<file path="src/rtim_pkg.sv">
// Package for the sixteen-bit reload timer: register offsets, field positions, reset values.
// Assumes a 32-bit APB slave with one byte-wide register per aligned word.
package rtim_pkg;
  localparam int ADDR_W = 5;
  localparam logic [ADDR_W-1:0] OFF_CSR_UPPER = 5'h00;
  localparam logic [ADDR_W-1:0] OFF_CSR_LOWER = 5'h04;
  localparam logic [ADDR_W-1:0] OFF_CNT_UPPER = 5'h08;
  localparam logic [ADDR_W-1:0] OFF_CNT_LOWER = 5'h0c;
  localparam logic [ADDR_W-1:0] OFF_RLD_UPPER = 5'h10;
  localparam logic [ADDR_W-1:0] OFF_RLD_LOWER = 5'h14;
  // Upper control status fields
  localparam int CSL_LSB = 3;
  localparam int MOD_LSB = 0;
  localparam logic [2:0] CSL_EVENT = 3'h7;
  localparam logic [2:0] MOD_PIN_OFF = 3'h0;
  // Lower control status fields
  localparam int BIT_TRG = 0;
  localparam int BIT_COUNT_ENABLE_BIT = 1;
  localparam int BIT_UF = 2;
  localparam int BIT_UNDERFLOW_IRQ_ENABLE = 3;
  localparam int BIT_RELOAD_SELECT_BIT = 4;
  localparam int BIT_OUTL = 5;
  localparam int BIT_OUTPUT_ENABLE_BIT = 6;
  localparam logic [7:0] CSRH_RESET = 8'h00;
  localparam logic [7:0] CSRL_RESET = 8'h00;
  localparam logic [15:0] CNT_RESET = 16'h0000;
  localparam logic [15:0] RLD_RESET = 16'h0000;
  localparam logic [15:0] CNT_ALL_ONES = 16'hffff;
  localparam logic [15:0] CNT_ZERO = 16'h0000;
  // Internal count clock divisors selected by the clock select field
  localparam int PRESC_W = 7;
  typedef enum logic [2:0] {
    ST_STOP = 3'b001,
    ST_WAIT = 3'b010,
    ST_RUN = 3'b100
  } cnt_state_t;
endpackage

</file>
<file path="src/rtim_pin_sync.sv">
// Two-stage synchroniser for the external input pin with edge detection.
// Assumes the pin is asynchronous to CLK.
`timescale 1ns/1ps
module rtim_pin_sync
(
  input wire logic clk,
  input wire logic rst,
  input wire logic pin_in,
  output logic level,
  output logic rise,
  output logic fall
);
  logic meta_ff;
  logic sync_ff;
  logic last_ff;

  always_ff @(posedge clk or posedge rst)
  begin
    if (rst)
    begin
      meta_ff <= 1'b0;
      sync_ff <= 1'b0;
      last_ff <= 1'b0;
    end
    else
    begin
      meta_ff <= pin_in;
      sync_ff <= meta_ff;
      last_ff <= sync_ff;
    end
  end

  assign level = sync_ff;
  assign rise = sync_ff & ~last_ff;
  assign fall = ~sync_ff & last_ff;
endmodule

</file>
<file path="src/rtim_top.sv">
// Sixteen-bit down-counting reload timer with APB register access.
// Assumes APB master on CLK; the input pin is asynchronous and is synchronised here.
// What this block does
// - One-shot internal mode: trigger or valid pin edge loads reload value and counts down.
// - Writing count enable and software trigger together starts counting at once.
// - Reload select zero: underflow stops counter holding all ones, both modes.
// - Underflow sets underflow flag; interrupt raised while flag and enable are one.
// - One-shot internal mode drives square wave on output pin while counting.
// - Trigger edge rising, falling or both chosen by operating mode field.
// - Gate mode: software start, decrement only while selected pin level present.
// - Event mode decrements once per valid pin edge; interrupt on underflow.
// - Event mode loads reload value on count enable plus software trigger.
// - Event mode with reload select one reloads on underflow and keeps counting.
// - Event mode sets underflow flag every underflow; interrupt when enabled.
// - Event reload mode toggles output pin at every underflow.
// - Event one-shot mode drives square wave showing counting in progress.
// - Control, count and reload visible as six byte-wide registers.
// - Clock select all ones selects event count mode; others internal clock.
// - Operating mode zero ignores input pin; only software trigger starts.
// - Internal mode: mode top bit makes gate input, low bit picks level.
// - Output enable hands output pin to timer waveform regardless of port direction.
`timescale 1ns/1ps
module rtim_top
  import rtim_pkg::*;
(
  input wire logic CLK,
  input wire logic RST,
  input wire logic PSEL,
  input wire logic PENABLE,
  input wire logic PWRITE,
  input wire logic [31:0] PADDR,
  input wire logic [31:0] PWDATA,
  input wire logic [3:0] PSTRB,
  output logic [31:0] PRDATA,
  output logic PREADY,
  output logic PSLVERR,
  input wire logic EXT_IN,
  output logic TMR_OUT,
  output logic TMR_OUT_EN_N,
  output logic IRQ
);
  import rtim_pkg::*;

  logic [7:0] csr_upper_ff;
  logic [7:0] csr_lower_ff;
  logic [15:0] count_ff;
  logic [15:0] reload_ff;
  logic [PRESC_W-1:0] presc_ff;
  logic [PRESC_W-1:0] presc_prev_ff;
  logic toggle_ff;
  cnt_state_t state_ff;
  cnt_state_t nxt_state;

  logic pin_level;
  logic pin_rise;
  logic pin_fall;

  logic wr_en;
  logic rd_en;
  logic addr_hit;
  logic [ADDR_W-1:0] offset;
  logic sw_trig;
  logic [2:0] clk_sel;
  logic [2:0] op_mode;
  logic event_mode;
  logic gate_mode;
  logic pin_edge;
  logic ext_trig;
  logic start;
  logic int_tick;
  logic count_tick;
  logic underflow;
  logic stop_count_enable_bit;
  logic count_enable_bit_next;
  logic load;

  // Single synchroniser keeps each pin transition counted once
  rtim_pin_sync u_sync
  (
    .clk(CLK),
    .rst(RST),
    .pin_in(EXT_IN),
    .level(pin_level),
    .rise(pin_rise),
    .fall(pin_fall)
  );

  // APB decode; zero-wait-state slave
  assign offset = PADDR[ADDR_W-1:0];
  assign addr_hit = (PADDR[31:ADDR_W] == '0) &&
                    (offset == OFF_CSR_UPPER || offset == OFF_CSR_LOWER ||
                     offset == OFF_CNT_UPPER || offset == OFF_CNT_LOWER ||
                     offset == OFF_RLD_UPPER || offset == OFF_RLD_LOWER);
  assign wr_en = PSEL & PENABLE & PWRITE & PSTRB[0] & addr_hit;
  assign rd_en = PSEL & PENABLE & ~PWRITE;
  assign PREADY = 1'b1;
  assign PSLVERR = PSEL & PENABLE & ~addr_hit;

  assign clk_sel = csr_upper_ff[CSL_LSB +: 3];
  assign op_mode = csr_upper_ff[MOD_LSB +: 3];
  assign event_mode = (clk_sel == CSL_EVENT);
  assign gate_mode = ~event_mode & op_mode[2];

  // Edge selection from the low mode bits; mode zero disables the pin
  always_comb
  begin
    case (op_mode[1:0])
      2'h1: pin_edge = pin_rise;
      2'h2: pin_edge = pin_fall;
      2'h3: pin_edge = pin_rise | pin_fall;
      default: pin_edge = 1'b0;
    endcase
  end

  // Pin triggers only in internal trigger mode; event mode starts from software
  assign ext_trig = ~event_mode & ~gate_mode & pin_edge;
  assign sw_trig = wr_en && offset == OFF_CSR_LOWER && PWDATA[BIT_TRG];
  assign count_enable_bit_next = (wr_en && offset == OFF_CSR_LOWER) ? PWDATA[BIT_COUNT_ENABLE_BIT]
                                                        : csr_lower_ff[BIT_COUNT_ENABLE_BIT];
  // Same-access count enable plus trigger starts immediately
  assign start = count_enable_bit_next & (sw_trig | ext_trig);
  assign stop_count_enable_bit = ~count_enable_bit_next;

  // Prescaler: select 0 counts every clock, then divide by powers of two
  always_ff @(posedge CLK or posedge RST)
  begin
    if (RST)
    begin
      presc_ff <= '0;
      presc_prev_ff <= '0;
    end
    else
    begin
      presc_ff <= presc_ff + 1'b1;
      presc_prev_ff <= presc_ff;
    end
  end

  always_comb
  begin
    case (clk_sel)
      3'h0: int_tick = 1'b1;
      3'h1: int_tick = presc_prev_ff[0] & ~presc_ff[0];
      3'h2: int_tick = presc_prev_ff[1] & ~presc_ff[1];
      3'h3: int_tick = presc_prev_ff[2] & ~presc_ff[2];
      3'h4: int_tick = presc_prev_ff[3] & ~presc_ff[3];
      3'h5: int_tick = presc_prev_ff[4] & ~presc_ff[4];
      3'h6: int_tick = presc_prev_ff[6] & ~presc_ff[6];
      default: int_tick = 1'b0;
    endcase
  end

  // Gate mode counts only at the chosen level; event mode counts pin edges
  always_comb
  begin
    if (event_mode)
      count_tick = pin_edge;
    else if (gate_mode)
      count_tick = int_tick & (pin_level == op_mode[0]);
    else
      count_tick = int_tick;
  end

  assign load = start;
  assign underflow = (state_ff == ST_RUN) & ~load & count_tick & (count_ff == CNT_ZERO);

  always_comb
  begin
    case (state_ff)
      ST_STOP: nxt_state = start ? ST_RUN : (count_enable_bit_next ? ST_WAIT : ST_STOP);
      ST_WAIT: nxt_state = stop_count_enable_bit ? ST_STOP : (start ? ST_RUN : ST_WAIT);
      ST_RUN:
      begin
        if (stop_count_enable_bit)
          nxt_state = ST_STOP;
        else if (start)
          nxt_state = ST_RUN;
        else if (underflow && !csr_lower_ff[BIT_RELOAD_SELECT_BIT])
          nxt_state = ST_WAIT;
        else
          nxt_state = ST_RUN;
      end
      default: nxt_state = ST_STOP;
    endcase
  end

  always_ff @(posedge CLK or posedge RST)
  begin
    if (RST)
      state_ff <= ST_STOP;
    else
      state_ff <= nxt_state;
  end

  // Counter: load on start, reload on underflow when reload select is set
  always_ff @(posedge CLK or posedge RST)
  begin
    if (RST)
      count_ff <= CNT_RESET;
    else if (load)
      count_ff <= reload_ff;
    else if (underflow && csr_lower_ff[BIT_RELOAD_SELECT_BIT])
      count_ff <= reload_ff;
    else if (underflow)
      count_ff <= CNT_ALL_ONES;
    else if (state_ff == ST_RUN && count_tick)
      count_ff <= count_ff - 1'b1;
  end

  always_ff @(posedge CLK or posedge RST)
  begin
    if (RST)
      reload_ff <= RLD_RESET;
    else if (wr_en && offset == OFF_RLD_UPPER)
      reload_ff[15:8] <= PWDATA[7:0];
    else if (wr_en && offset == OFF_RLD_LOWER)
      reload_ff[7:0] <= PWDATA[7:0];
  end

  always_ff @(posedge CLK or posedge RST)
  begin
    if (RST)
      csr_upper_ff <= CSRH_RESET;
    else if (wr_en && offset == OFF_CSR_UPPER)
      csr_upper_ff <= {2'b00, PWDATA[5:0]};
  end

  // Lower control: the trigger bit is write-only and never stored.
  // Software may only clear the underflow flag; a same-cycle underflow wins.
  always_ff @(posedge CLK or posedge RST)
  begin
    if (RST)
      csr_lower_ff <= CSRL_RESET;
    else
    begin
      if (wr_en && offset == OFF_CSR_LOWER)
      begin
        csr_lower_ff[7] <= 1'b0;
        csr_lower_ff[BIT_OUTPUT_ENABLE_BIT] <= PWDATA[BIT_OUTPUT_ENABLE_BIT];
        csr_lower_ff[BIT_OUTL] <= PWDATA[BIT_OUTL];
        csr_lower_ff[BIT_RELOAD_SELECT_BIT] <= PWDATA[BIT_RELOAD_SELECT_BIT];
        csr_lower_ff[BIT_UNDERFLOW_IRQ_ENABLE] <= PWDATA[BIT_UNDERFLOW_IRQ_ENABLE];
        csr_lower_ff[BIT_COUNT_ENABLE_BIT] <= PWDATA[BIT_COUNT_ENABLE_BIT];
        csr_lower_ff[BIT_TRG] <= 1'b0;
      end
      if (underflow)
        csr_lower_ff[BIT_UF] <= 1'b1;
      else if (wr_en && offset == OFF_CSR_LOWER && !PWDATA[BIT_UF])
        csr_lower_ff[BIT_UF] <= 1'b0;
    end
  end

  // Toggle output inverts on every underflow and restarts low on a start from stop or wait, not on a retrigger while running
  always_ff @(posedge CLK or posedge RST)
  begin
    if (RST)
      toggle_ff <= 1'b0;
    else if (start && state_ff != ST_RUN)
      toggle_ff <= 1'b0;
    else if (underflow)
      toggle_ff <= ~toggle_ff;
  end

  // Output pin: square while running in one-shot, toggle in reload; level select inverts
  always_ff @(posedge CLK or posedge RST)
  begin
    if (RST)
    begin
      TMR_OUT <= 1'b0;
      TMR_OUT_EN_N <= 1'b1;
    end
    else
    begin
      if (csr_lower_ff[BIT_RELOAD_SELECT_BIT])
        TMR_OUT <= toggle_ff ^ csr_lower_ff[BIT_OUTL];
      else
        TMR_OUT <= (state_ff == ST_RUN) ^ csr_lower_ff[BIT_OUTL];
      TMR_OUT_EN_N <= ~csr_lower_ff[BIT_OUTPUT_ENABLE_BIT];
    end
  end

  always_ff @(posedge CLK or posedge RST)
  begin
    if (RST)
      IRQ <= 1'b0;
    else
      IRQ <= csr_lower_ff[BIT_UF] & csr_lower_ff[BIT_UNDERFLOW_IRQ_ENABLE];
  end

  // Six byte-wide registers in the low byte of each word
  always_comb
  begin
    PRDATA = 32'h00000000;
    if (rd_en)
    begin
      case (offset)
        OFF_CSR_UPPER: PRDATA[7:0] = csr_upper_ff;
        OFF_CSR_LOWER: PRDATA[7:0] = {1'b0, csr_lower_ff[6:1], 1'b0};
        OFF_CNT_UPPER: PRDATA[7:0] = count_ff[15:8];
        OFF_CNT_LOWER: PRDATA[7:0] = count_ff[7:0];
        OFF_RLD_UPPER: PRDATA[7:0] = reload_ff[15:8];
        OFF_RLD_LOWER: PRDATA[7:0] = reload_ff[7:0];
        default: PRDATA = 32'h00000000;
      endcase
    end
  end
endmodule

</file>
<file path="config.mk">
export PLATFORM = sky130hd
export DESIGN_NAME = rtim_top
export DESIGN_NICKNAME = d
export VERILOG_FILES = /design/src/rtim_pkg.sv /design/src/rtim_pin_sync.sv /design/src/rtim_top.sv
export SDC_FILE = /design/constraint.sdc
export NUM_CORES = 1
export LEC_CHECK = 0
export ABC_CLOCK_PERIOD_IN_PS = 2910
export BUFFER_PORTS_ARGS = -buffer_cell sky130_fd_sc_hd__buf_2
export CAP_MARGIN = 20
export CORE_UTILIZATION = 45
export DETAILED_ROUTE_END_ITERATION = 8
export HOLD_SLACK_MARGIN = 0.08
export PLACE_DENSITY = 0.83
export SLEW_MARGIN = 5
export SYNTH_ARGS = -nofsm -noshare
export SYNTH_HDL_FRONTEND = slang
export SYNTH_SLANG_ARGS = --single-unit
</file>
<file path="constraint.sdc">
create_clock -name CLK -period 2.91 [get_ports CLK]
set_input_delay 0.7275 -clock CLK [delete_from_list [all_inputs] [get_ports CLK]]
set_output_delay 0.7275 -clock CLK [all_outputs]
set_load 0.01 [all_outputs]
</file>
; Word level (Yosys, flattened, before mapping)
; Index checks and enable logic that the tools add are counted.
[word_totals]
regBits = 68
output_inout_bits = 37
input_bits = 74
word_cells = 131
[classes]
n_eq_ne = 20
bitwise_logic = 43
mux = 24
n_addsub = 2
reduce_logical = 26
[ops]
columns = cell, n
row1 = $mux W16, 4
row2 = $pmux W8 S6, 1
row3 = $logic_not A27 Y1, 1
row4 = $and A1 B1 Y1, 23
row5 = $mux W3, 6
row6 = $logic_not A16 Y1, 1
row7 = $not A1 Y1, 16
row8 = $sub A16 B1 Y16 const B, 1
row9 = $eq A3 B3 Y1 const B, 5
row10 = $logic_and A1 B1 Y1, 11
row11 = $eq A5 B4 Y1 const B, 2
row12 = $eq A5 B5 Y1 const B, 2
row13 = $eq A3 B2 Y1 const B, 3
row14 = $pmux W3 S3, 1
row15 = $mux W1, 8
row16 = $mux W8, 1
row17 = $add A7 B1 Y7 const B, 1
row18 = $pmux W1 S7, 1
row19 = $eq A3 B1 Y1 const B, 2
row20 = $eq A5 B3 Y1 const B, 1
row21 = $logic_not A5 Y1, 1
row22 = $logic_or A1 B1 Y1, 5
row23 = $eq A2 B2 Y1 const B, 2
row24 = $reduce_bool A2 Y1, 2
row25 = other kinds (11), 14

; Depth between registers and ports, before layout
; Gate-level depths: netlist of run 1.
[depth]
word_depth = 21
ltp_mapped = 9

; Cells and area by module
; Synthesis of run 1 repeated with hierarchy kept, for this count alone.
[unflattened]
cells_unflattened = 372
area_unflattened_um2 = 3816.2
[by_module_without_submodules]
columns = mod, area_each_um2, n_inst, cells_each
row1 = rtim_top, 3722.3, 1, 366
row2 = rtim_pin_sync, 93.8, 1, 6

; Worst setup path after synthesis of run 1
; No wires, ideal clock.
[synth_path]
path_type = input to output
start = in PADDR[2]
end = out PRDATA[4]
t_arrival_ps = 2117
n_path_buf = 2
slack_ps = 66
stages = 6
cell_sequence = buf_1 buf_1 mux2i_1 o22ai_1 a221oi_1 nor2_1
[synth_via]
elab_chain_len = 3
[synth_lines]
columns = item, line
row1 = start: declaration, rtim_top.sv:31  ; input wire logic [31:0] PADDR,
row2 = "$eq A5 B5 Y1, or another cell as far along", rtim_top.sv:296  ; case (offset)
row3 = $pmux W8 S6 *, rtim_top.sv:296
row4 = $mux W8 *, rtim_top.sv:294  ; if (rd_en)
row5 = end: declaration, rtim_top.sv:34  ; output logic [31:0] PRDATA,
; Every way passes the cells marked *; elsewhere a longest branch is shown, timed or not.

; Worst setup path in the final report of run 1
[layout_path]
start = in PADDR[2]
end = out PRDATA[5]
; Same word-level chain as after synthesis.

==> flow_metrics.env, run 1 <==
export IMPL_setup_tns_final_ns=0
export IMPL_p_int_mw=1.47
export IMPL_placed_area_um2=4280
export IMPL_core_area_um2=8220
export IMPL_antenna_found_initial=0
export IMPL_synth_avg_cell_area_um2=10.3
export IMPL_pwr_share_seq_pct=48.0
export IMPL_io_pins=111
export IMPL_h_tree_depth=3
export IMPL_stdcell_area_um2=4550
export IMPL_dpl_worst_slack_ns=-0.0604
export IMPL_final_cell_mix="dfrtp_1, buf_2, buf_4"
export IMPL_holdBufCountCts=0
export IMPL_drc_errors=0
export IMPL_crit_slowest_cell="buf_2"
export IMPL_period_minus_slack_ns=2.85
export IMPL_crit_path_max_fanout=21
export IMPL_synth_distinct_cells=63
export IMPL_worst_path_most_repeated_cell="buf_2"
export IMPL_cpPeakStageDelay_ns=0.42
export IMPL_cp_startpoint="PADDR[2]"
export IMPL_cp_data_required_time_ns=2.18
export IMPL_clockBufferDepth=2
export IMPL_whs_path_depth=0
export IMPL_viasPerCell=5.93
export IMPL_die_h_um=94.3
export IMPL_rsz0062_at_grt="true"
export IMPL_first_global_vias=3151
export IMPL_criticalPathCategory="in2out"
export IMPL_fin_nets=528
export IMPL_worstPathArrival_ns=2.12
export IMPL_fmax_mhz=351
export IMPL_vias=3321
export IMPL_n_antenna_cell=0
export IMPL_crit_chain="buf_2 > mux2i_1 > o22ai_2 > a221oi_1 > nor2_1 > buf_2"
export IMPL_vdd_drop_max_uv=354
export IMPL_relSlewSlack_pct=44.6
export IMPL_fillers=701
export IMPL_area_growth_pct=18.5
export IMPL_clkPwrFrac_pct=46.1
export IMPL_crit_path_start_kind="input port"
export IMPL_min_to="u_sync.level"
export IMPL_syn_area_um2=3840
export IMPL_switching_share_pct=24.4
export IMPL_grtUsageTotal_pct=23.2
export IMPL_synth_edff_count=0
export IMPL_crit_path_end_kind="output pin"
export IMPL_crit_family="buffers and inverters"
export IMPL_status="finished clean"
export IMPL_min_path_type="reg2reg"
export IMPL_pwr_share_comb_pct=5.9
export IMPL_gr_total_overflow=0
export IMPL_drtPass1Iterations=5
export IMPL_routabilityCongestion=0.897
export IMPL_grt_start_max_net_pins=68
export IMPL_wire_per_inst_um=17.7
export IMPL_synthCells=372
export IMPL_max_cap_viol_count=0
export IMPL_power_mw=1.95
export IMPL_clk_latency_ns=0.35
export IMPL_drt_iter0_markers=235
export IMPL_ys_flop_type="dfrtp_1"
export IMPL_r2r_end="count_ff[1]"
export IMPL_placedCellCount=544
export IMPL_numClockSinks=67
export IMPL_drive_gt1_share_pct=31.2
export IMPL_port_buffers=58
export IMPL_num_rows=33
export IMPL_hp_start="u_sync.meta_ff"
export IMPL_setup_viol=0
export IMPL_r2r_cells=7
export IMPL_die_area_um2=8900
export IMPL_leakagePower_nw=2.19
export IMPL_worst_slack_ns=0.0594
export IMPL_r2r_start="state_ff[1]"
export IMPL_root_buffer="clkbuf_8"
export IMPL_drt_wl_total_um=9920
export IMPL_ys_ff_latch=67
export IMPL_cts_tree="built"
export IMPL_hpwl_um=7190
export IMPL_synth_seq_area_share_pct=43.8
export IMPL_skew_ns=0.00941
export IMPL_p_sw_mw=0.475
export IMPL_antenna_left=0
export IMPL_min_period_over_period_pct=98.0
export IMPL_die_w_um=94.3
export IMPL_finalNonFillerCells=560
export IMPL_worstMarginPinSlew_ns=0.832
export IMPL_numCtsBuffers=9
export IMPL_powerDensity_nw_per_um2=428
export IMPL_initial_core_util_pct=46.7
export IMPL_path_buf_inv=2
export IMPL_clkSlewWorstSetupHoldPaths_ns=0.08
export IMPL_maxSlewViolCount=0
export IMPL_final_common_cell="dfrtp_1"
export IMPL_hold_viol=0
export IMPL_rrSetupSlack_ns=0.28
export IMPL_async_flop_share_pct=100
export IMPL_synth_warnings=0
export IMPL_grt_pass1_wl_um=15500
==> sequential cells by signal, summed over array words and instances, names as in the netlist <==
register,count
u_sync.meta_ff,1
TMR_OUT,1
csr_upper_ff,6
count_ff,16
state_ff,3
presc_prev_ff,6
toggle_ff,1
TMR_OUT_EN_N,1
presc_ff,7
u_sync.level,1
u_sync.last_ff,1
csr_lower_ff,6
reload_ff,16
IRQ,1
==> power groups by stage <==
| stage | Combinational (mW) | Sequential (mW) | Clock [mW] |
|---|---|---|---|
| floorplan | 0.0772 | 0.952 | 0 |
| global placement | 0.108 | 0.952 | 0 |
| detailed placement | 0.111 | 0.953 | 0 |
| CTS | 0.113 | 0.934 | 0.903 |
| global route | 0.130 | 0.935 | 0.942 |
| finish | 0.115 | 0.934 | 0.897 |
==> worst reg2reg max path: stages, from the launching register on <==
cell and delay [ns]:
dfrtp_1 0.46, or3b_1 0.42, a21o_1 0.22, a2111oi_4 0.37, buf_4 0.23, or3_1 0.33, mux2i_1 0.16, a211oi_1 0.31
==> how the worst max path moves through the flow <==
stage                end  depth (start not counted)
2_1_floorplan  PRDATA[4]                          6
3_3_place_gp   PRDATA[5]                          6
3_5_place_dp   PRDATA[5]                          6
4_1_cts          PSLVERR                          8
5_1_grt        PRDATA[4]                          9
6_report       PRDATA[5]                          6
==> timing repair <==
action	CTS	global route
endpoints found under the setup margin	4	8
resized for setup	4	5
pin swaps	0	1
setup buffers	0	0
==> kinds of logic after synthesis <==
| kind of cell | after synthesis | share of synthesized area [%] |
|---|---|---|
| simple gates | 120 | 17.6 |
| compound gates | 74 | 15.4 |
| flops | 67 | 43.8 |
| buf+inv | 54 | 8.09 |
| mux | 38 | 10.7 |
| xor+xnor | 13 | 2.97 |
| fa+ha+maj | 4 | 1.30 |
| other cells | 2 | 0.196 |
==> cells in the mapped netlist (7+ instances only) <==
cell      instances  share of area (%)
buf_4            26                5.1
dfrtp_1          65                 42
nor3_1           14                1.8
nand3_1           9                1.2
inv_1            14                1.4
mux2_2           24                7.0
nand2_1          15                1.5
nor4_1           11                1.8
nand4_1           8                1.3
xor2_1            8                1.8
nor2_1           24                2.3
clkbuf_1          7               0.68
a221oi_1          7                1.6
o21ai_0           7               0.91
mux2i_1          14                3.7
==> layer usage <==
layer / vias up / share of wire, % / global-route usage [%]
li1: 1507 / - / -
met2: 197 / 48 / 38.4
met1: 1597 / 41 / 30.4
met4: 0 / 2.3 / 10.1
met3: 20 / 8.8 / 2.98
met5: - / 0 / 0
==> cell type report <==
class	instances	area, µm²	share of cell area [%]
clock buffers	9	124	2.73
inverters	14	52.6	1.16
clock inverters	7	105	2.31
multi-input cells	274	1970	43.3
repair buffers	84	485	10.7
well taps	105	131	2.89
flip-flops and latches	67	1680	36.9
==> stage by stage <==
step / utilization, % / hold slack (ns)
after global routing: 55.3 / 0.409
after CTS: 55.1 / 0.387
after global placement: 52.1 / 0.338
final: 55.3 / 0.389
after floorplan: - / 0.331
after detailed placement: 52.1 / 0.375
No activity file was read; power rests on OpenSTA's default activity.
==> run 2: changes to the inputs <==
--- a/config.mk
+++ b/config.mk
@@ -6,12 +6,12 @@
 export NUM_CORES = 1
 export LEC_CHECK = 0
 export ABC_CLOCK_PERIOD_IN_PS = 2910
-export BUFFER_PORTS_ARGS = -buffer_cell sky130_fd_sc_hd__buf_2
-export CAP_MARGIN = 20
+export CAP_MARGIN = 30
 export CORE_UTILIZATION = 45
 export DETAILED_ROUTE_END_ITERATION = 8
+export DONT_BUFFER_PORTS = 1
 export HOLD_SLACK_MARGIN = 0.08
-export PLACE_DENSITY = 0.83
+export PLACE_DENSITY = 0.72
 export SLEW_MARGIN = 5
 export SYNTH_ARGS = -nofsm -noshare
 export SYNTH_HDL_FRONTEND = slang
==> run 2 against run 1 <==
Against the previous run:
- register-to-register slack improved by 0.07 ns
- clock skew increased by 0.0023 ns
- critical path depth down 2
- non-clock buffer count down 71
- sequential power about the same
- cell area fell by 9.0%
- routed wire length fell by 6.1%
- clock-buffer cell count did not move
- combinational power down 47%
- clock power increased by 1%
- largest power group unchanged
==> flow_metrics.env, run 2 (synthesis results as in run 1) <==
export IMPL_skew_ns=0.0117
export IMPL_worst_slack_ns=0.0625
export IMPL_rrSetupSlack_ns=0.35
export IMPL_area_growth_pct=7.79
export IMPL_post_cts_resized=0
export IMPL_grtUsageTotal_pct=22.2
export IMPL_gr_total_overflow=0
export IMPL_fillers=753
export IMPL_io_pins=111
export IMPL_max_cap_viol_count=0
export IMPL_register_area_um2=1680
export IMPL_drive_gt1_share_pct=16.7
export IMPL_setup_tns_final_ns=0
export IMPL_drc_errors=0
export IMPL_grt_start_max_net_pins=41
export IMPL_port_buffers=0
export IMPL_setup_viol=0
export IMPL_crit_slowest_cell="or4b_2"
export IMPL_root_buffer="clkbuf_8"
export IMPL_die_w_um=94.3
export IMPL_wire_per_inst_um=19.0
export IMPL_num_rows=33
export IMPL_worstPathArrival_ns=2.12
export IMPL_crit_path_end_kind="output pin"
export IMPL_placedCellCount=473
export IMPL_fmax_mhz=351
export IMPL_numClockSinks=67
export IMPL_largestRegisters="count_ff: 16 flops, reload_ff: 16 flops, presc_ff: 7 flops"
export IMPL_clockBufferDepth=2
export IMPL_first_global_vias=2894
export IMPL_drt_iter0_markers=178
export IMPL_viasPerCell=6.11
export IMPL_final_common_cell="dfrtp_1"
export IMPL_h_tree_depth=3
export IMPL_r2r_start="state_ff[1]"
export IMPL_drt_wl_total_um=9320
export IMPL_die_h_um=94.3
export IMPL_rsz0062_at_grt="false"
export IMPL_numCtsBuffers=9
export IMPL_drtPass1Iterations=5
export IMPL_worstMarginPinSlew_ns=0.591
export IMPL_stdcell_area_um2=4140
export IMPL_cts_tree="built"
export IMPL_relSlewSlack_pct=60.6
export IMPL_fin_nets=457
export IMPL_period_minus_slack_ns=2.85
export IMPL_min_path_type="in2async"
export IMPL_powerDensity_nw_per_um2=460
export IMPL_criticalPathCategory="in2out"
export IMPL_multiInputGateArea_um2=1930
export IMPL_clkSlewWorstSetupHoldPaths_ns=0.08
export IMPL_leakagePower_nw=1.88
export IMPL_die_area_um2=8900
export IMPL_crit_path_max_fanout=7
export IMPL_status="finished clean"
export IMPL_finalNonFillerCells=489
export IMPL_cpPeakStageDelay_ns=0.82
export IMPL_placed_area_um2=3910
export IMPL_antenna_left=0
export IMPL_holdBufCountCts=0
export IMPL_clk_latency_ns=0.35
export IMPL_cp_startpoint="PADDR[3]"
export IMPL_cp_data_required_time_ns=2.18
export IMPL_path_buf_inv=0
export IMPL_dpl_worst_slack_ns=0.0406
export IMPL_post_cts_buffers=0
export IMPL_min_period_over_period_pct=97.9
export IMPL_initial_core_util_pct=46.7
export IMPL_hold_worst_slack_ns=0.313
export IMPL_crit_path_start_kind="input port"
export IMPL_hpwl_um=6770
export IMPL_vias=2987
export IMPL_hold_viol=0
export IMPL_grt_pass1_wl_um=14800
export IMPL_n_antenna_cell=0
export IMPL_vdd_drop_max_uv=270
export IMPL_crit_family="simple AND/OR/NAND/NOR gates"
export IMPL_routabilityCongestion=0.938
export IMPL_maxSlewViolCount=0
export IMPL_crit_chain="or4b_2 > o22ai_1 > a221oi_1 > nor2_1"
export IMPL_core_area_um2=8220
export IMPL_final_cell_mix="dfrtp_1, conb_1, nor2_1, mux2_2, nand2_1"
export IMPL_antenna_found_initial=0
run 2: changes by cell type in the layout (fill, tap and decap cells not counted), sizes merged:
cell | before | now
buf | 84 | 13
run 2: worst paths after layout:
check                      cells past startpoint            end
max                                            4      PRDATA[5]
min                                            1  reload_ff[13]
max reg2reg                                    7   count_ff[11]
min reg2reg                                    0   u_sync.level
max in group asynchronous                      2    state_ff[0]
min in group CLK                               0   u_sync.level
run 2: metal layers:
layer / share of wire (%) / up-vias / global-route usage (%)
met1: 42 / 1454 / 27.9
met2: 48 / 162 / 37.0
met5: 0 / - / 0
met4: 1.5 / 0 / 7.56
li1: - / 1356 / -
met3: 8.7 / 15 / 5.96
run 2: area by class of cell:
type	instances	area share [%]
clock buffers	9	2.99
multi-input cells	274	46.8
well taps	105	3.18
inverters	14	1.27
clock inverters	7	2.54
repair buffers	13	2.66
flip-flops and latches	67	40.6
run 2: where the power goes:
| group | internal, mW | switching (mW) |
|---|---|---|
| Sequential | 0.932 | 0.00140 |
| Combinational | 0.0155 | 0.0461 |
| Clock | 0.497 | 0.412 |
| Total | 1.45 | 0.459 |
run 2: stage by stage:
| stage | utilization [%] | power (mW) |
|---|---|---|
| 2_1_floorplan | - | 1.03 |
| 6_report | 50.3 | 1.90 |
| 3_5_place_dp | 47.6 | 1.01 |
| 3_3_place_gp | 47.6 | 1.01 |
| 4_1_cts | 50.3 | 1.93 |
| 5_1_grt | 50.3 | 1.97 |
==> run 3: changes to the inputs <==
--- a/config.mk
+++ b/config.mk
@@ -7,11 +7,12 @@
 export LEC_CHECK = 0
 export ABC_CLOCK_PERIOD_IN_PS = 2910
 export CAP_MARGIN = 30
-export CORE_UTILIZATION = 45
+export CORE_UTILIZATION = 39
 export DETAILED_ROUTE_END_ITERATION = 8
 export DONT_BUFFER_PORTS = 1
+export GPL_TIMING_DRIVEN = 0
 export HOLD_SLACK_MARGIN = 0.08
-export PLACE_DENSITY = 0.72
+export PLACE_DENSITY = 0.65
 export SLEW_MARGIN = 5
 export SYNTH_ARGS = -nofsm -noshare
 export SYNTH_HDL_FRONTEND = slang
==> run 3 against run 2 <==
Against the previous run:
- routed wire length is 6.1% higher
- die area is 15% higher
- clock-buffer cell count stayed put
- register-to-register slack worse by 0.15 ns
- first-iteration DRC count is 28% higher
==> flow_metrics.env, run 3 (synthesis results as in run 1) <==
export IMPL_status="finished clean"
export IMPL_pwr_share_seq_pct=50.7
export IMPL_power_mw=1.84
export IMPL_pwr_share_comb_pct=5.0
export IMPL_die_w_um=101
export IMPL_fmax_mhz=356
export IMPL_gr_total_overflow=0
export IMPL_cts_tree="built"
export IMPL_fin_nets=484
export IMPL_crit_path_end_kind="output pin"
export IMPL_hpwl_um=7180
export IMPL_numCtsBuffers=9
export IMPL_setup_viol=0
export IMPL_p_sw_mw=0.466
export IMPL_die_area_um2=10200
export IMPL_die_h_um=101
export IMPL_first_global_vias=2889
export IMPL_whs_path_depth=0
export IMPL_worstMarginPinSlew_ns=0.830
export IMPL_period_minus_slack_ns=2.81
export IMPL_criticalPathCategory="in2out"
export IMPL_final_cell_mix="dfrtp_1, buf_4, conb_1"
export IMPL_drt_wl_total_um=9890
export IMPL_max_cap_viol_count=0
export IMPL_routabilityCongestion=0.872
export IMPL_min_path_type="reg2reg"
export IMPL_r2r_end="count_ff[12]"
export IMPL_drtPass1Iterations=5
export IMPL_setup_tns_final_ns=0
export IMPL_final_util_pct=46.4
export IMPL_root_buffer="clkbuf_8"
export IMPL_worstPathArrival_ns=2.08
export IMPL_placedCellCount=524
export IMPL_antenna_left=0
export IMPL_grt_pass1_wl_um=15600
export IMPL_p_int_mw=1.38
export IMPL_clkPwrFrac_pct=44.3
export IMPL_leakagePower_nw=1.99
export IMPL_io_pins=111
export IMPL_crit_path_max_fanout=7
export IMPL_num_rows=35
export IMPL_hp_start="u_sync.meta_ff"
export IMPL_drt_iter0_markers=227
export IMPL_skew_ns=0.0148
export IMPL_core_area_um2=9370
export IMPL_powerDensity_nw_per_um2=424
export IMPL_h_tree_depth=3
export IMPL_rsz0062_at_grt="false"
export IMPL_vias=3074
export IMPL_final_common_cell="dfrtp_1"
export IMPL_area_growth_pct=13.3
export IMPL_rrSetupSlack_ns=0.20
export IMPL_hold_viol=0
export IMPL_min_to="u_sync.level"
export IMPL_wire_per_inst_um=18.3
export IMPL_placed_area_um2=4090
export IMPL_drc_errors=0
export IMPL_finalNonFillerCells=540
export IMPL_initial_core_util_pct=40.9
export IMPL_grt_start_max_net_pins=68
export IMPL_r2r_start="count_ff[10]"
export IMPL_min_period_over_period_pct=96.5
export IMPL_fillers=886
export IMPL_cp_data_required_time_ns=2.18
export IMPL_largestRegisters="count_ff: 16 flops, reload_ff: 16 flops, presc_ff: 7 flops"
export IMPL_n_antenna_cell=0
export IMPL_relSlewSlack_pct=44.6
export IMPL_r2r_cells=7
export IMPL_port_buffers=0
export IMPL_viasPerCell=5.69
export IMPL_maxSlewViolCount=0
export IMPL_grtUsageTotal_pct=20.5
export IMPL_antenna_found_initial=0
export IMPL_clkSlewWorstSetupHoldPaths_ns=0.09
export IMPL_clk_latency_ns=0.36
export IMPL_numClockSinks=67
export IMPL_vdd_drop_max_uv=237
export IMPL_stdcell_area_um2=4350
export IMPL_clockBufferDepth=2
export IMPL_switching_share_pct=25.3
export IMPL_drive_gt1_share_pct=21.9
export IMPL_crit_path_start_kind="input port"
## run 3: cell count changes in the layout (fill, tap and decap cells not counted), moves of 2 or more
cell      delta
clkbuf_4     +2
nor2_1       -3
nor2_2       +3
clkbuf_1     +6
buf_4       +14
buf_1        +2
buf_2        +3
## run 3: worst max path at each step
stage / slack (ns) / to / from
final: 0.10 / PRDATA[5] / PADDR[3]
after global placement: -0.37 / PRDATA[1] / PADDR[2]
after CTS: 0.06 / PRDATA[4] / PADDR[3]
after detailed placement: -0.39 / PRDATA[5] / PADDR[2]
after floorplan: 0.07 / PRDATA[4] / PADDR[2]
after global routing: 0.02 / PRDATA[4] / PADDR[3]
## run 3: power groups by stage
stage	Combinational (mW)	Sequential, mW	Clock [mW]
after floorplan	0.0772	0.952	0
after global placement	0.0891	0.952	0
after detailed placement	0.0905	0.952	0
after CTS	0.0910	0.934	0.829
after global routing	0.103	0.934	0.869
final	0.0915	0.934	0.817
## run 3: repair_timing
action                                  4_1_cts  5_1_grt
endpoints found under the setup margin        8       16
pin swaps                                     2        3
gates cloned                                  0        0
setup buffers                                 0        0
hold buffers                                  0        0
resized for setup                             4        8
## run 3: final cells by class
cell class | count | area (µm²) | share of cell area (%)
Tap cell | 129 | 161 | 3.71
Buffer | 39 | 259 | 5.96
Clock buffer | 9 | 124 | 2.85
Inverter | 14 | 55.1 | 1.27
Sequential cell | 67 | 1680 | 38.6
Timing Repair Buffer | 1 | 7.51 | 0.173
Clock inverter | 7 | 81.3 | 1.87
Multi-Input combinational cell | 274 | 1980 | 45.5
## run 3: layer usage
metal  wire, µm  part of all wire (%)  up-vias  track usage, %
met2       4520                    46      169            32.1
met4        182                   1.8        0            8.14
li1           -                     -     1411               -
met1       4170                    42     1477            26.7
met5          0                     0        -               0
met3       1020                    10       17            5.94
## run 3: metrics by stage
step / hold WS (ns) / worst slack, ns
floorplan: 0.331 / 0.0658
global placement: 0.339 / -0.371
detailed placement: 0.345 / -0.390
CTS: 0.365 / 0.0570
global route: 0.371 / 0.0155
finish: 0.365 / 0.102
## run 3: worst max-delay path, cell delays in order
cell	delay, ns
or4b_2	0.82
o22ai_2	0.19
a221oi_1	0.07
nor2_1	0.28
